[src/pkg/cct_consts.vh]
`ifndef CCT_CONSTS_VH
`define CCT_CONSTS_VH
// ----------------------------------------
// Register indices (8-bit registers)
// ----------------------------------------
`define CCT_A_CNT_LO     4'h0
`define CCT_A_PRE        4'h1
`define CCT_B_CNT_LO     4'h2
`define CCT_B_PRE        4'h3
`define CCT_MODE         4'h4
`define CCT_A_CNT_HI     4'h8
`define CCT_C_MODE       4'h9
`define CCT_B_CNT_HI     4'hA
`define CCT_C_PRE        4'hB
`define CCT_C_CAP_HI     4'hC
`define CCT_C_CAP_LO     4'hD
`define CCT_C_CNT_HI     4'hE
`define CCT_C_CNT_LO     4'hF
// ----------------------------------------
// Field positions
// ----------------------------------------
`define CCT_LOAD_BIT     0
`define CCT_RUN_BIT      1
`define CCT_CONT_BIT     2
`define CCT_OUTEN_BIT    3
`define CCT_SLOW_BIT     4
`define CCT_EOC_BIT      7
// ----------------------------------------
// Cascade select codes
// ----------------------------------------
`define CCT_CAS_32       2'h0
`define CCT_CAS_16       2'h1
`define CCT_CAS_B24      2'h2
`define CCT_CAS_C24      2'h3
// ----------------------------------------
// Reset values and divider counts
// ----------------------------------------
`define CCT_MODE_RST     8'h00
`define CCT_CPRE_RST     8'h00
`define CCT_DIV_FAST     4'h0
`define CCT_DIV_SLOW     4'h3
`endif

[src/verilog/cct_chan.v]
`timescale 1ns/100ps
`include "cct_consts.vh"
// ----------------------------------------
// One down-counter channel with prescaler
// ----------------------------------------
module cct_chan (
  input  wire        clk,
  input  wire        reset,
  input  wire        tick,
  input  wire [5:0]  pre_div,
  input  wire        run,
  input  wire        cont,
  input  wire        load,
  input  wire [31:0] reload,
  input  wire [31:0] len_mask,
  output reg  [31:0] count_q,
  output reg         eoc_q
);
  reg [5:0] pre_q;
  reg       stop_q;
  wire      step = run & tick & ~stop_q & (pre_q == 6'h00);
  // Prescaler and counter; single pass parks at zero until reload
  always @(posedge clk or posedge reset) begin
    if (reset) begin
      pre_q   <= 6'h00;
      stop_q  <= 1'b0;
      count_q <= 32'h0000_0000;
      eoc_q   <= 1'b0;
    end else begin
      eoc_q <= 1'b0;
      if (load) begin
        pre_q   <= pre_div;
        stop_q  <= 1'b0;
        count_q <= reload & len_mask;
      end else if (run & tick) begin
        pre_q <= (pre_q == 6'h00) ? pre_div : pre_q - 6'h01;
        if (step) begin
          if ((count_q & len_mask) == 32'h0000_0000) begin
            eoc_q   <= 1'b1;
            // Count mode looked at only here
            if (cont)
              count_q <= reload & len_mask; // RQ10
            else
              stop_q <= 1'b1; // RQ10
          end else begin
            count_q <= (count_q - 32'h0000_0001) & len_mask;
          end
        end
      end
    end
  end
endmodule // cct_chan

[src/verilog/cct_top.v]
// Chosen here: the register addresses and the strobed register port.
`timescale 1ns/100ps
`include "cct_consts.vh"
// How it works
// [RQ1] Timer C works like timer A otherwise
// [RQ2] Output enable routes timer C to pin
// [RQ3] Timer C request ORed with edge pin
// [RQ4] End-of-count bit 7 set, software clears
// [RQ5] Reset: A,B 8-bit, C 32-bit, off
// [RQ6] Software keeps A 8-bit for serial
// [RQ7] A counts low, or high plus low
// [RQ8] B 8, 16, or 24 using A high
// [RQ9] C 16, 24, 32 borrowing high bytes
// [RQ10] C samples count mode only at zero
// [RQ11] Prescale bits 1:0 select cascading
// [RQ12] High bytes same index, other bank
// [RQ13] Timers keep running during halt
// [RQ14] Cascade codes give documented lengths
// [RQ15] Capture pin fall latches C 16 bits
// [RQ16] C clock div2 or div8 when 16-bit; code ticks C every clock or every fourth
// [RQ17] Service routine clears flag by writing 0
module cct_top (
  input  wire       clk,
  input  wire       reset,
  input  wire [3:0] addr,
  input  wire [7:0] wdata,
  input  wire       wr,
  input  wire       rd,
  output reg  [7:0] rdata_q,
  input  wire       shared_edge_pin,
  input  wire       capture_pin,
  input  wire       halt,
  output reg        timer_c_out_pin_q,
  output reg        irq_shared_q,
  output reg        irq_a_q,
  output reg        irq_b_q
);
  // ----------------------------------------
  // Registers
  // ----------------------------------------
  reg  [7:0]  a_lo_q, a_hi_q, b_lo_q, b_hi_q, c_lo_q, c_hi_q;
  reg  [7:0]  a_pre_q, b_pre_q, mode_q, c_mode_q, c_pre_q;
  reg  [15:0] cap_q;
  reg         cap_d1_q, edge_d1_q, tick_q, c_tog_q;
  reg  [3:0]  cdiv_q;
  wire [31:0] a_cnt, b_cnt, c_cnt;
  wire        a_eoc, b_eoc, c_eoc;
  wire [1:0]  cas = c_pre_q[1:0]; // RQ11
  wire        wr_a = wr & (addr == `CCT_A_PRE);
  wire        wr_b = wr & (addr == `CCT_B_PRE);
  wire        wr_c = wr & (addr == `CCT_C_MODE);

  // Length mask from a byte count
  function [31:0] len_m;
    input [2:0] n;
    begin
      case (n)
        3'd1:    len_m = 32'h0000_00FF;
        3'd2:    len_m = 32'h0000_FFFF;
        3'd3:    len_m = 32'h00FF_FFFF;
        default: len_m = 32'hFFFF_FFFF;
      endcase
    end
  endfunction

  // ----------------------------------------
  // Cascade arrangement
  // ----------------------------------------
  reg [2:0]  a_n, b_n, c_n;
  reg [31:0] a_rel, b_rel, c_rel;
  always @* begin
    case (cas) // RQ14
      `CCT_CAS_32:  begin a_n = 3'd1; b_n = 3'd1; c_n = 3'd4; end
      `CCT_CAS_16:  begin a_n = 3'd2; b_n = 3'd2; c_n = 3'd2; end
      `CCT_CAS_B24: begin a_n = 3'd1; b_n = 3'd3; c_n = 3'd2; end
      default:      begin a_n = 3'd1; b_n = 3'd2; c_n = 3'd3; end
    endcase
    // Reload images with borrowed high bytes
    a_rel = {16'h0000, a_hi_q, a_lo_q}; // RQ7
    b_rel = {8'h00, a_hi_q, b_hi_q, b_lo_q}; // RQ8
    if (cas == `CCT_CAS_C24)
      c_rel = {8'h00, a_hi_q, c_hi_q, c_lo_q}; // RQ9
    else
      c_rel = {a_hi_q, b_hi_q, c_hi_q, c_lo_q}; // RQ9
  end

  // Timer C clock: every clock, or every fourth only when 16-bit
  wire c_slow = c_mode_q[`CCT_SLOW_BIT] & (c_n == 3'd2); // RQ16
  wire c_tick = (cdiv_q == 4'h0);

  // ----------------------------------------
  // Channels (keep running regardless of halt)
  // ----------------------------------------
  cct_chan u_a (
    .clk(clk), .reset(reset), .tick(tick_q), .pre_div(a_pre_q[7:2]),
    .run(a_pre_q[`CCT_RUN_BIT]), .cont(mode_q[`CCT_CONT_BIT]),
    .load(wr_a & wdata[`CCT_LOAD_BIT]), .reload(a_rel), .len_mask(len_m(a_n)),
    .count_q(a_cnt), .eoc_q(a_eoc)
  ); // RQ13
  cct_chan u_b (
    .clk(clk), .reset(reset), .tick(tick_q), .pre_div(b_pre_q[7:2]),
    .run(b_pre_q[`CCT_RUN_BIT]), .cont(b_pre_q[`CCT_LOAD_BIT]),
    .load(wr_b & wdata[`CCT_LOAD_BIT]), .reload(b_rel), .len_mask(len_m(b_n)),
    .count_q(b_cnt), .eoc_q(b_eoc)
  );
  cct_chan u_c (
    .clk(clk), .reset(reset), .tick(c_tick), .pre_div({2'b00, c_pre_q[5:2]}),
    .run(c_mode_q[`CCT_RUN_BIT]), .cont(c_mode_q[`CCT_CONT_BIT]),
    .load(wr_c & wdata[`CCT_LOAD_BIT]), .reload(c_rel), .len_mask(len_m(c_n)),
    .count_q(c_cnt), .eoc_q(c_eoc)
  ); // RQ1 RQ10

  // ----------------------------------------
  // Tick dividers
  // ----------------------------------------
  // A and B tick every second clock, C every clock or every fourth
  always @(posedge clk or posedge reset) begin
    if (reset) begin
      tick_q <= 1'b0;
      cdiv_q <= `CCT_DIV_FAST;
    end else begin
      tick_q <= ~tick_q;
      cdiv_q <= c_tick ? (c_slow ? `CCT_DIV_SLOW : `CCT_DIV_FAST) : cdiv_q - 4'h1; // RQ16
    end
  end

  // ----------------------------------------
  // Counter bytes and prescalers
  // ----------------------------------------
  // Low and high count bytes, high bytes in the second bank
  always @(posedge clk or posedge reset) begin
    if (reset) begin
      a_lo_q <= 8'h00;
      a_hi_q <= 8'h00;
      b_lo_q <= 8'h00;
      b_hi_q <= 8'h00;
      c_lo_q <= 8'h00;
      c_hi_q <= 8'h00;
    end else if (wr) begin
      case (addr)
        `CCT_A_CNT_LO: a_lo_q <= wdata;
        `CCT_A_CNT_HI: a_hi_q <= wdata; // RQ12
        `CCT_B_CNT_LO: b_lo_q <= wdata;
        `CCT_B_CNT_HI: b_hi_q <= wdata; // RQ12
        `CCT_C_CNT_HI: c_hi_q <= wdata;
        `CCT_C_CNT_LO: c_lo_q <= wdata;
        default: ;
      endcase
    end
  end

  // Prescale and mode registers
  always @(posedge clk or posedge reset) begin
    if (reset) begin
      a_pre_q <= 8'h00;
      b_pre_q <= 8'h00;
      mode_q  <= `CCT_MODE_RST;
      c_pre_q <= `CCT_CPRE_RST; // RQ5
    end else if (wr) begin
      case (addr)
        `CCT_A_PRE: a_pre_q <= wdata;
        `CCT_B_PRE: b_pre_q <= wdata;
        `CCT_MODE:  mode_q  <= wdata;
        `CCT_C_PRE: c_pre_q <= wdata; // RQ11
        default: ;
      endcase
    end
  end

  // ----------------------------------------
  // Timer C mode register and end-of-count flag
  // ----------------------------------------
  // Control bits follow writes; flag set by hardware, set wins
  always @(posedge clk or posedge reset) begin
    if (reset) begin
      c_mode_q <= `CCT_MODE_RST; // RQ5
    end else begin
      if (wr_c)
        c_mode_q[6:0] <= wdata[6:0];
      if (c_eoc)
        c_mode_q[`CCT_EOC_BIT] <= 1'b1; // RQ4
      else if (wr_c & ~wdata[`CCT_EOC_BIT])
        c_mode_q[`CCT_EOC_BIT] <= 1'b0; // RQ4
    end
  end

  // ----------------------------------------
  // Capture register
  // ----------------------------------------
  // Every fall of the capture pin latches the low 16 bits of C
  always @(posedge clk or posedge reset) begin
    if (reset) begin
      cap_d1_q <= 1'b1;
      cap_q    <= 16'h0000;
    end else begin
      cap_d1_q <= capture_pin;
      if (cap_d1_q & ~capture_pin)
        cap_q <= c_cnt[15:0]; // RQ15
    end
  end

  // ----------------------------------------
  // Timer C output pin
  // ----------------------------------------
  // Toggles at each end of count, shown only while enabled
  always @(posedge clk or posedge reset) begin
    if (reset) begin
      c_tog_q           <= 1'b0;
      timer_c_out_pin_q <= 1'b0;
    end else begin
      if (c_eoc)
        c_tog_q <= ~c_tog_q;
      timer_c_out_pin_q <= c_mode_q[`CCT_OUTEN_BIT] & c_tog_q; // RQ2
    end
  end

  // ----------------------------------------
  // Requests
  // ----------------------------------------
  // Shared line merges edge pin fall and enabled timer C end
  always @(posedge clk or posedge reset) begin
    if (reset) begin
      edge_d1_q    <= 1'b1;
      irq_shared_q <= 1'b0;
      irq_a_q      <= 1'b0;
      irq_b_q      <= 1'b0;
    end else begin
      edge_d1_q    <= shared_edge_pin;
      irq_shared_q <= (edge_d1_q & ~shared_edge_pin) |
                      (c_eoc & c_mode_q[`CCT_OUTEN_BIT]); // RQ3
      irq_a_q      <= a_eoc;
      irq_b_q      <= b_eoc;
    end
  end

  // ----------------------------------------
  // Read port, data one cycle after strobe
  // ----------------------------------------
  always @(posedge clk or posedge reset) begin
    if (reset) begin
      rdata_q <= 8'h00;
    end else if (rd) begin
      case (addr)
        `CCT_A_CNT_LO: rdata_q <= a_cnt[7:0];
        `CCT_A_CNT_HI: rdata_q <= (a_n == 3'd2) ? a_cnt[15:8] :
                                  (b_n == 3'd3) ? b_cnt[23:16] :
                                  (c_n == 3'd4) ? c_cnt[31:24] : c_cnt[23:16];
        `CCT_B_CNT_LO: rdata_q <= b_cnt[7:0];
        `CCT_B_CNT_HI: rdata_q <= (c_n == 3'd4) ? c_cnt[23:16] : b_cnt[15:8];
        `CCT_MODE:     rdata_q <= mode_q;
        `CCT_C_MODE:   rdata_q <= c_mode_q;
        `CCT_C_PRE:    rdata_q <= c_pre_q; // RQ11
        `CCT_C_CAP_HI: rdata_q <= cap_q[15:8];
        `CCT_C_CAP_LO: rdata_q <= cap_q[7:0];
        `CCT_C_CNT_HI: rdata_q <= c_cnt[15:8];
        `CCT_C_CNT_LO: rdata_q <= c_cnt[7:0];
        default:       rdata_q <= 8'h00;
      endcase
    end else begin
      rdata_q <= 8'h00;
    end
  end
endmodule // cct_top

[config.mk]
export PLATFORM = sky130hd
export DESIGN_NAME = cct_top
export DESIGN_NICKNAME = d
export VERILOG_FILES = /design/src/verilog/cct_chan.v /design/src/verilog/cct_top.v
export VERILOG_INCLUDE_DIRS = /design/src /design/src/pkg
export SDC_FILE = /design/constraint.sdc
export NUM_CORES = 1
export LEC_CHECK = 0
export BUFFER_PORTS_ARGS = -buffer_cell sky130_fd_sc_hd__buf_2
export CAP_MARGIN = 20
export CORE_ASPECT_RATIO = 1.1
export CORE_MARGIN = 4
export CORE_UTILIZATION = 59
export DETAILED_ROUTE_END_ITERATION = 12
export PLACE_DENSITY = 0.76
export SLEW_MARGIN = 20
export SYNTH_ARGS = -nofsm -noshare
export SYNTH_HDL_FRONTEND = slang
export SYNTH_SLANG_ARGS = --single-unit
[constraint.sdc]
create_clock -name clk -period 7.5 [get_ports clk]
set_input_delay 0.375 -clock clk [delete_from_list [all_inputs] [get_ports clk]]
set_output_delay 0.375 -clock clk [all_outputs]
set_load 0.005 [all_outputs]
## Yosys cells after proc, flatten, opt, wreduce, memory -nomap -nowiden

Cells that the tools add are included.
W data, S select, Z words.

- Memory bits (read-only): 0
- RAM bits: 0
- Memories kept: 0
- Bits in latches: 0
- Logic and storage cells: 216
- Output and inout port bits: 12
- Input port bits: 19
- Register bits after elaboration: 244

- Eq/ne operators: 31
- $add $sub $neg: 7
- Muxes and demuxes: 68
- Shift operators: 0
- Magnitude comparators: 0
- Multiply operators: 0
- Div/mod/pow operators: 0
- Reductions and logical operators: 36
- Bitwise logic cells: 39

Operators by type and width:

| operator | count |
|---|---|
| $mux W32 | 16 |
| $pmux W32 S3 | 3 |
| $and A32 B32 Y32 | 7 |
| $logic_not A32 Y1 | 3 |
| $sub A32 B1 Y32 const B | 3 |
| $pmux W8 S11 | 1 |
| $mux W6 | 9 |
| $mux W8 | 5 |
| $and A16 B32 Y32 | 1 |
| $and A24 B32 Y32 | 1 |
| $eq A4 B4 Y1 const B | 8 |
| $mux W1 | 29 |
| $and A1 B1 Y1 | 21 |
| $reduce_and A2 Y1 | 10 |
| $reduce_bool A2 Y1 | 10 |
| $eq A3 B2 Y1 const B | 6 |
| $logic_not A6 Y1 | 3 |
| $sub A6 B1 Y6 const B | 3 |
| $reduce_and A4 Y1 | 3 |
| $eq A3 B1 Y1 const B | 3 |
| $ne A3 B2 Y1 const B | 3 |
| $reduce_and A3 Y1 | 3 |
| $eq A4 B2 Y1 const B | 2 |
| $logic_not A4 Y1 | 2 |
| other kinds (15) | 26 |

## Longest topological paths before layout

Gate-level depths: netlist of the first run.

- Depth in word-level cells: 11
- Depth in mapped cells: 10
- Mapped depth without buffers: 8

## Modules after synthesis

From an unflattened synthesis of the first run, not the netlist that was laid out.

- Cell total of the unflattened synthesis: 1490
- Area total of the unflattened synthesis: 14881.8 um^2

Modules (own cells, without submodules):

| module | cells each | seq. area each (um^2) | area an instance (um^2) | times used |
|---|---|---|---|---|
| cct_chan (u_a ...) | 339 | 1001.0 | 2982.9 | 2 |
| cct_top | 465 | 3080.5 | 5954.5 | 1 |
| cct_chan (u_c) | 347 | 1001.0 | 2961.6 | 1 |

## Least setup slack after synthesis of the first run

No wires, ideal clock.

- Path type: reg-to-reg
- From: reg u_c.count_q[0]
- To: reg u_c.count_q[18]
- Data required time: 7.434 ns
- Period minus slack after synthesis: 2.418 ns
- Buffers on the path: 1
- Setup slack: 5.082 ns
- Arrival: 2.351 ns
- Cell stages (with the launch flop): 10
- Cell sequence: dfrtp_1 inv_1 ha_1 or4b_2 clkbuf_1 nor3_2 nand3_1 or4_1 mux2i_1 a22o_1

- Longest elaborated chain between the ends: 6
- Elaborated cells between the ends (all ways): 10
- Those cells by class: add/sub (1); eq/ne (1); mux (4); bitwise (2); reduce/logical (2)

RTL lines:

| what | RTL line | RTL |
|---|---|---|
| from (decl) | cct_chan.v:16 | `output reg [31:0] count_q,` |
| from (signal assigned) | cct_chan.v:34 | `count_q <= reload & len_mask;` |
| from (signal assigned) | cct_chan.v:42 | `count_q <= reload & len_mask;` |
| from (signal assigned) | cct_chan.v:46 | `count_q <= (count_q - 32'h0000_0001) & len_mask;` |
| $sub A32 B1 Y32 or $and A32 B32 Y32 (tied branches) | cct_chan.v:46, cct_chan.v:38 |  |
| $and A32 B32 Y32 or $logic_not A32 Y1 (tied branches) | cct_chan.v:46, cct_chan.v:38 |  |
| $mux W32 | cct_chan.v:38 | `if ((count_q & len_mask) == 32'h0000_0000) begin` |
| $mux W32 | cct_chan.v:37 | `if (step) begin` |
| $mux W32 | cct_chan.v:35 | `end else if (run & tick) begin` |
| $mux W32 | cct_chan.v:31 | `if (load) begin` |

Several ways; a longest one is shown, not always the timed one. The select of a mux whose other input is x is not followed.
A chain may end at the register's enable or synchronous reset.

## Worst setup path in the final report of the first run

- From: reg cdiv_q[0]
- To: reg u_c.count_q[14]

- Longest elaborated chain between the ends: 6
- Elaborated cells between the ends (all ways): 7
- Those cells by class: bitwise (3); reduce/logical (4)

RTL lines:

| what | RTL line | RTL |
|---|---|---|
| from (decl) | cct_top.v:45 | `reg [3:0] cdiv_q;` |
| from (signal assigned) | cct_top.v:120 | `` cdiv_q <= `CCT_DIV_FAST; `` |
| from (signal assigned) | cct_top.v:123 | `` cdiv_q <= c_tick ? (c_slow ? `CCT_DIV_SLOW : `CCT_DIV_FAST) : cdiv_q - 4'h1; `` |
| $logic_not A4 Y1 (*) | cct_top.v:89 | `wire c_tick = (cdiv_q == 4'h0);` |
| $and A1 B1 Y1 (*) | cct_chan.v:21, cct_chan.v:35 |  |
| $and A1 B1 Y1 (2 in series) | cct_chan.v:21 | `wire step = run & tick & ~stop_q & (pre_q == 6'h00);` |
| $reduce_bool A2 Y1 (no line) | -- |  |
| $reduce_and A3 Y1 (no line) (*) | -- |  |

Mark *: on every way between the ends. The rest lies on a longest branch, timed or not.

==> results of run 1 <==
[worst paths after layout]
kind                            from               to  slack (ns)
min                        u_a.eoc_q          irq_a_q        0.35
max                        cdiv_q[0]  u_c.count_q[14]        3.80
max reg2reg                cdiv_q[0]  u_c.count_q[14]        3.80
min reg2reg                u_a.eoc_q          irq_a_q        0.35
min in group asynchronous      reset     u_b.pre_q[2]        0.47
max in group asynchronous      reset  u_c.count_q[11]        5.68
[cell type report]
class,instances,area [um^2],share of cell area (%)
inverter,39,154,1.12
sequential,227,5680,41.3
clock inverter,10,135,0.983
clock buffer,35,733,5.33
multi-input combinational,967,6450,46.9
timing repair buffer,40,235,1.71
tap,285,357,2.59
[cells in the final DEF (no fill, tap or decap), types with 8 or more instances in the layout]
cell | synthesis | layout
dfrtp_1 | 225 | 225
o21ai_0 | 124 | 124
mux2_2 | 105 | 105
a21oi_1 | 96 | 96
nor2_1 | 93 | 93
nand2_1 | 89 | 89
nor3_1 | 65 | 65
nand3_1 | 40 | 40
inv_1 | 39 | 38
nor4_1 | 31 | 31
mux2i_1 | 29 | 29
buf_2 | 13 | 29
o2bb2ai_1 | 26 | 26
clkbuf_16 | 0 | 25
ha_1 | 18 | 18
a22oi_1 | 15 | 15
a31oi_1 | 14 | 14
or3_1 | 13 | 13
or4_1 | 13 | 13
a22o_1 | 13 | 13
nand4_1 | 12 | 12
a211oi_1 | 11 | 11
nor2b_1 | 10 | 10
nand2b_1 | 10 | 10
and3_1 | 9 | 9
and2_1 | 8 | 8
o22ai_1 | 8 | 8
buf_4 | 1 | 8
[per-layer routing]
layer	vias up	part of all wire, %	routed length, um
met3	127	9.0	3390
met5	-	0	0
li1	4897	-	-
met1	5340	40	15000
met2	578	46	17200
met4	0	5.7	2150
[worst register-to-register path, cell delays in order (launching register included)]
cell and delay [ns]:
dfrtp_1 0.38, inv_1 0.08, ha_1 0.21, nor3b_1 0.60, nand2_1 0.18, o31ai_1 0.56, o21a_1 0.86, nand2_1 0.48
o2bb2ai_1 0.27
[state kept, by name, indices dropped and copies added (netlist names), 16 cells and up]
register	count
u_c.count_q	32
cap_q	16
u_a.count_q	16
u_b.count_q	32
[what timing repair did]
item                      CTS  global route
hold endpoints to repair   30             0
hold buffers                3             0
setup buffers               0             0
[through the flow]
step           cell area (um^2)  std cells  utilization [%]
2_1_floorplan             12600       1308                -
3_3_place_gp              12800       1555             61.8
3_5_place_dp              12800       1555             61.8
4_1_cts                   13700       1603             66.1
5_1_grt                   13800       1603             66.2
6_report                  13800       1603             66.2
[cells by family (layout without fill, tap and decap cells)]
family                     after synthesis  count (layout)
xor gates and xnor gates                 2               2
buffers and inverters                  114             124
AOI/OAI and AO/OA                      381             381
muxes                                  138             138
adders and majority gates               18              18
DFF                                    227             227
and+or+nand+nor                        428             428
[power by group through the flow]
stage	registers [mW]	clock network, mW	logic (mW)
6_report	1.69	1.29	0.828
3_5_place_dp	1.70	0	0.816
2_1_floorplan	1.59	0	0.645
4_1_cts	1.68	1.30	0.819
5_1_grt	1.71	1.36	0.923
3_3_place_gp	1.69	0	0.781
==> flow_summary_export.csv, run 1 <==
group,metric,value,unit
logic_synthesis,syn_area_per_cell,9.62,um^2
critical_path,path_cells,"inv_1, ha_1, nor3b_1, nand2_1, o31ai_1, o21a_1, nand2_1, o2bb2ai_1",
route,wirelength,37700,um
clocking,cts_sinks,227,
logic_synthesis,synth-edff-count,0,
critical_path,cp.arrival,4.14,ns
global_route,grt_start_max_net_pins,96,
critical_path,crit_required,7.94,ns
timing,fmax,270,MHz
min_path,hp-class,"reg -> reg",
clocking,cts_made_buffers,25,
critical_path,reg2regPathDepth,8,
timing,clock_skew,0.0202,ns
logic_synthesis,synthSimpleGateAreaFrac,17.7,%
critical_path,critPathCaptureType,"flip-flop",
finish,drive_gt1_share,16.1,%
logic_synthesis,yosysMostFrequentCell,"dfrtp_1",
logic_synthesis,yosysSeqAreaShare,45.2,%
route,drcViolationCount,0,
die,die_w,147,um
finish,final_nets,1337,
logic_synthesis,synthCells,1308,
timing,relSlewSlack,30.9,%
logic_synthesis,synth_nets,1345,
logic_synthesis,synth_flop_cell,"dfrtp_1",
finish,final.fill_count,1713,
logic_synthesis,synth-compound-area-share,19.1,%
logic_synthesis,yosys-top-cells-area,"dfrtp_1 (45%), mux2_2 (9.4%), o21ai_0 (4.9%)",
placed_design,dp_hpwl,26100,um
placed_design,place_worst_setup_slack,3.51,ns
logic_synthesis,synthXorXnorAreaFrac,0.139,%
global_route,met1_usage,43.5,%
clocking,cts-resized-gates,0,
die,die_y,161,um
timing,timing.hold.ws,0.348,ns
critical_path,cp-start-kind,"flip-flop",
critical_path,cp_max_fo,30,
timing,finalSetupViolCount,0,
power,p_comb_share,21.8,%
critical_path,crit_type,"reg -> reg",
power,vdd_drop_max,227,uV
finish,layout-area-overhead-vs-synth,9.29,%
clocking,clk_path_buf_depth,3,
die,core,20800,um^2
critical_path,cp_common_cell,"nand2_1",
power,p_leak,5.85,nW
critical_path,slowest_stage,"o21a_1",
route,wire_per_inst,23.5,um
die,io-pin-count,31,
route,drt_iter0_markers,1400,
critical_path,path_depth,8,
timing,rsz0062_at_grt,"no",
logic_synthesis,ys_ff_latch,227,
min_path,hold_path_depth,0,
timing,post-route-period-util,49.3,%
global_route,grt_pass1_vias,10486,
timing,worst_slew_pin_slew,1.02,ns
power,p_seq_share,44.3,%
critical_path,critPathTopFamily,"compound AO/OA/AOI/OAI gates",
die,start_util,60.5,%
timing,slew_violations,0,
power,power,3.81,mW
logic_synthesis,synth.top_cell.area_share,44.7,%
logic_synthesis,synth_area_leader_cell,"dfrtp_1",
clocking,clock-root-buffer,"clkbuf_16",
route,avgViaCountPerCell,6.83,
placed_design,port_buffers,29,
clocking,cts_max_level,1,
timing,min_period,3.70,ns
global_route,use_met3,5.30,%
route,vias,10942,
power,swShare,32.5,%
route,first_pass_iters,6,
logic_synthesis,ys_warn_count,0,
critical_path,cp_num_buf_inv,1,
global_route,antenna_found_initial,0,
route,antenna_left,0,
placed_design,gp_congestion,0.984,
power,p_switching,1.24,mW
global_route,top_usage_layer,"met2",
timing,setup_tns,0,ns
logic_synthesis,netlist_area,12600,um^2
status,status,"finished, final reports clean",
logic_synthesis,muxShareOfSynthArea,12.4,%
logic_synthesis,synth_top_family_by_area,"compound AO/OA/AOI/OAI gates",
global_route,grt_pass1_wl,59600,um
job,drv_cap,0,
timing,fin_ws,3.80,ns
clocking,clock_latency,0.53,ns
global_route,grt_overflow,0,
logic_synthesis,async_flop_share,100,%
global_route,track_usage,31.4,%
die,die-area,23700,um^2
die,std_cell_rows,55,
critical_path,slowest_delay,0.86,ns
logic_synthesis,synth_cell_types,73,
timing,hold_viol,0,
power,power_frac_clock,33.9,%
logic_synthesis,synthTopCellsByCount,"dfrtp_1 (225), o21ai_0 (124), mux2_2 (105)",
power,powerDensity,277,nW/um^2
global_route,use_met2,48.5,%
finish,diodes,0,
clocking,cts_tree,"yes",
clocking,clkTransAtPathRegs,0.06,ns
power,p_int,2.57,mW
logic_synthesis,synth_adder_area_share,1.79,%
(Power assumes the default switching activity.)
==> inputs of run 2 (changes only) <==
CORE_UTILIZATION = 57   (was 59)
PLACE_DENSITY = 0.77   (was 0.76)
clock period = 3.2 ns   (was 7.5 ns; I/O delays follow)
==> flow_summary_export.csv, run 2 (synthesis results as in run 1) <==
group,metric,value,unit
global_route,use_met3,5.74,%
placed_design,post_dp_cell_area,13200,um^2
power,vdd_drop_max,415,uV
min_path,hp-class,"in -> reg",
timing,setup_tns,0,ns
critical_path,crit_required,3.63,ns
clocking,clock-root-buffer,"clkbuf_16",
global_route,met1_usage,42.6,%
critical_path,critPathCaptureType,"flip-flop",
finish,final.fill_count,1760,
die,start_util,58.5,%
job,drv_cap,0,
global_route,grt_overflow,0,
critical_path,cp.arrival,3.34,ns
timing,post-route-period-util,91.2,%
clocking,clk_path_buf_depth,3,
route,vias,11137,
finish,final_nets,1386,
placed_design,port_buffers,29,
timing,fin_ws,0.282,ns
power,powerDensity,642,nW/um^2
clocking,clkTransAtPathRegs,0.06,ns
clocking,cts_sinks,227,
route,drcViolationCount,0,
critical_path,cp-start-kind,"flip-flop",
placed_design,place_worst_setup_slack,0.188,ns
global_route,grt_pass1_vias,10784,
die,die-area,24500,um^2
clocking,clock_latency,0.54,ns
route,drt_iter0_markers,1193,
finish,final_common_cell,"dfrtp_1",
power,p_leak,6.10,nW
timing,slew_violations,0,
route,wirelength,38900,um
die,die_y,164,um
timing,min_period,2.92,ns
die,die_w,150,um
global_route,grt_start_max_net_pins,114,
timing,worst_slew_pin_slew,0.859,ns
timing,fmax,343,MHz
route,avgViaCountPerCell,6.72,
finish,final_cell_area,14200,um^2
die,io-pin-count,31,
clocking,cts_made_buffers,25,
timing,clock_skew,0.0278,ns
die,core,21500,um^2
route,first_pass_iters,6,
critical_path,cp_max_fo,9,
die,std_cell_rows,56,
finish,drive_gt1_share,19.2,%
finish,final_cells,1657,
route,wire_per_inst,23.5,um
timing,finalSetupViolCount,0,
timing,timing.hold.ws,0.193,ns
placed_design,gp_congestion,1.02,
finish,seq_area,5680,um^2
global_route,grt_pass1_wl,61200,um
timing,relSlewSlack,42.7,%
finish,diodes,0,
clocking,cts_tree,"yes",
finish,layout_common_cells,"dfrtp_1 (225), o21ai_0 (124), mux2_2 (105)",
finish,multi_input_area,6440,um^2
global_route,use_met2,50.2,%
finish,reg_top3,"u_b.count_q: 32 flops, u_c.count_q: 32 flops",
timing,rsz0062_at_grt,"no",
clocking,cts_max_level,1,
route,antenna_left,0,
placed_design,placed_cells,1609,
status,status,"finished, final reports clean",
placed_design,dp_hpwl,27300,um
global_route,top_usage_layer,"met2",
critical_path,crit_type,"reg -> reg",
global_route,antenna_found_initial,0,
timing,hold_viol,0,
clocking,post_cts_buffers,0,
finish,layout-area-overhead-vs-synth,12.5,%
global_route,track_usage,31.9,%
finish,final_core_util,65.8,%
power,power,9.09,mW
run 2: cell types whose count changed in the layout (fill, tap and decap cells not counted), sizes merged:
cell / change
buf: +49
clkbuf: -5
clkinvlp: +4
bufinv: +1
run 2: worst paths after layout:
check,start,to,slack [ns],cells after the start
worst max register to register,u_a.pre_q[0],u_a.count_q[3],0.28,8
max in group asynchronous,reset,timer_c_out_pin_q,2.05,4
min in group asynchronous,reset,b_pre_q[1],0.21,3
worst min-delay path,wdata[0],c_pre_q[0],0.19,3
worst max-delay path,u_a.pre_q[0],u_a.count_q[3],0.28,8
worst min register to register,u_b.eoc_q,irq_b_q,0.35,0
run 2: per-layer routing:
layer | part of all wire, % | vias up | routed length, um
li1 | - | 4994 | -
met1 | 40 | 5452 | 15600
met2 | 46 | 559 | 17800
met3 | 7.8 | 132 | 3030
met4 | 6.2 | 0 | 2410
met5 | 0 | - | 0
run 2: timing repair:
item,CTS,global route
gates resized for setup,0,1
hold endpoints to repair,19,0
setup endpoints to repair,0,8
hold buffers,3,0
run 2: worst max-delay path: stages, from the launching register on:
cell,delay (ns)
dfrtp_1,0.39
inv_1,0.13
ha_1,0.15
or4b_2,0.72
nor4_2,0.50
o31ai_2,0.17
nand2_1,0.29
o21ai_0,0.15
a221o_1,0.30
run 2: power by group:
part / switching [mW] / internal (mW) / leakage [nW]
clock: 1.23 / 1.83 / 0.418
combinational: 1.23 / 0.882 / 2.82
sequential: 0.530 / 3.38 / 2.86
run 2: layout make-up:
| type | instances | share of cell area (%) |
|---|---|---|
| clock buffers | 30 | 4.77 |
| clock inverters | 15 | 1.39 |
| inverters | 39 | 1.06 |
| multi-input cells | 967 | 45.5 |
| flip-flops and latches | 227 | 40.2 |
| well taps | 290 | 2.56 |
| repair buffers | 89 | 4.53 |
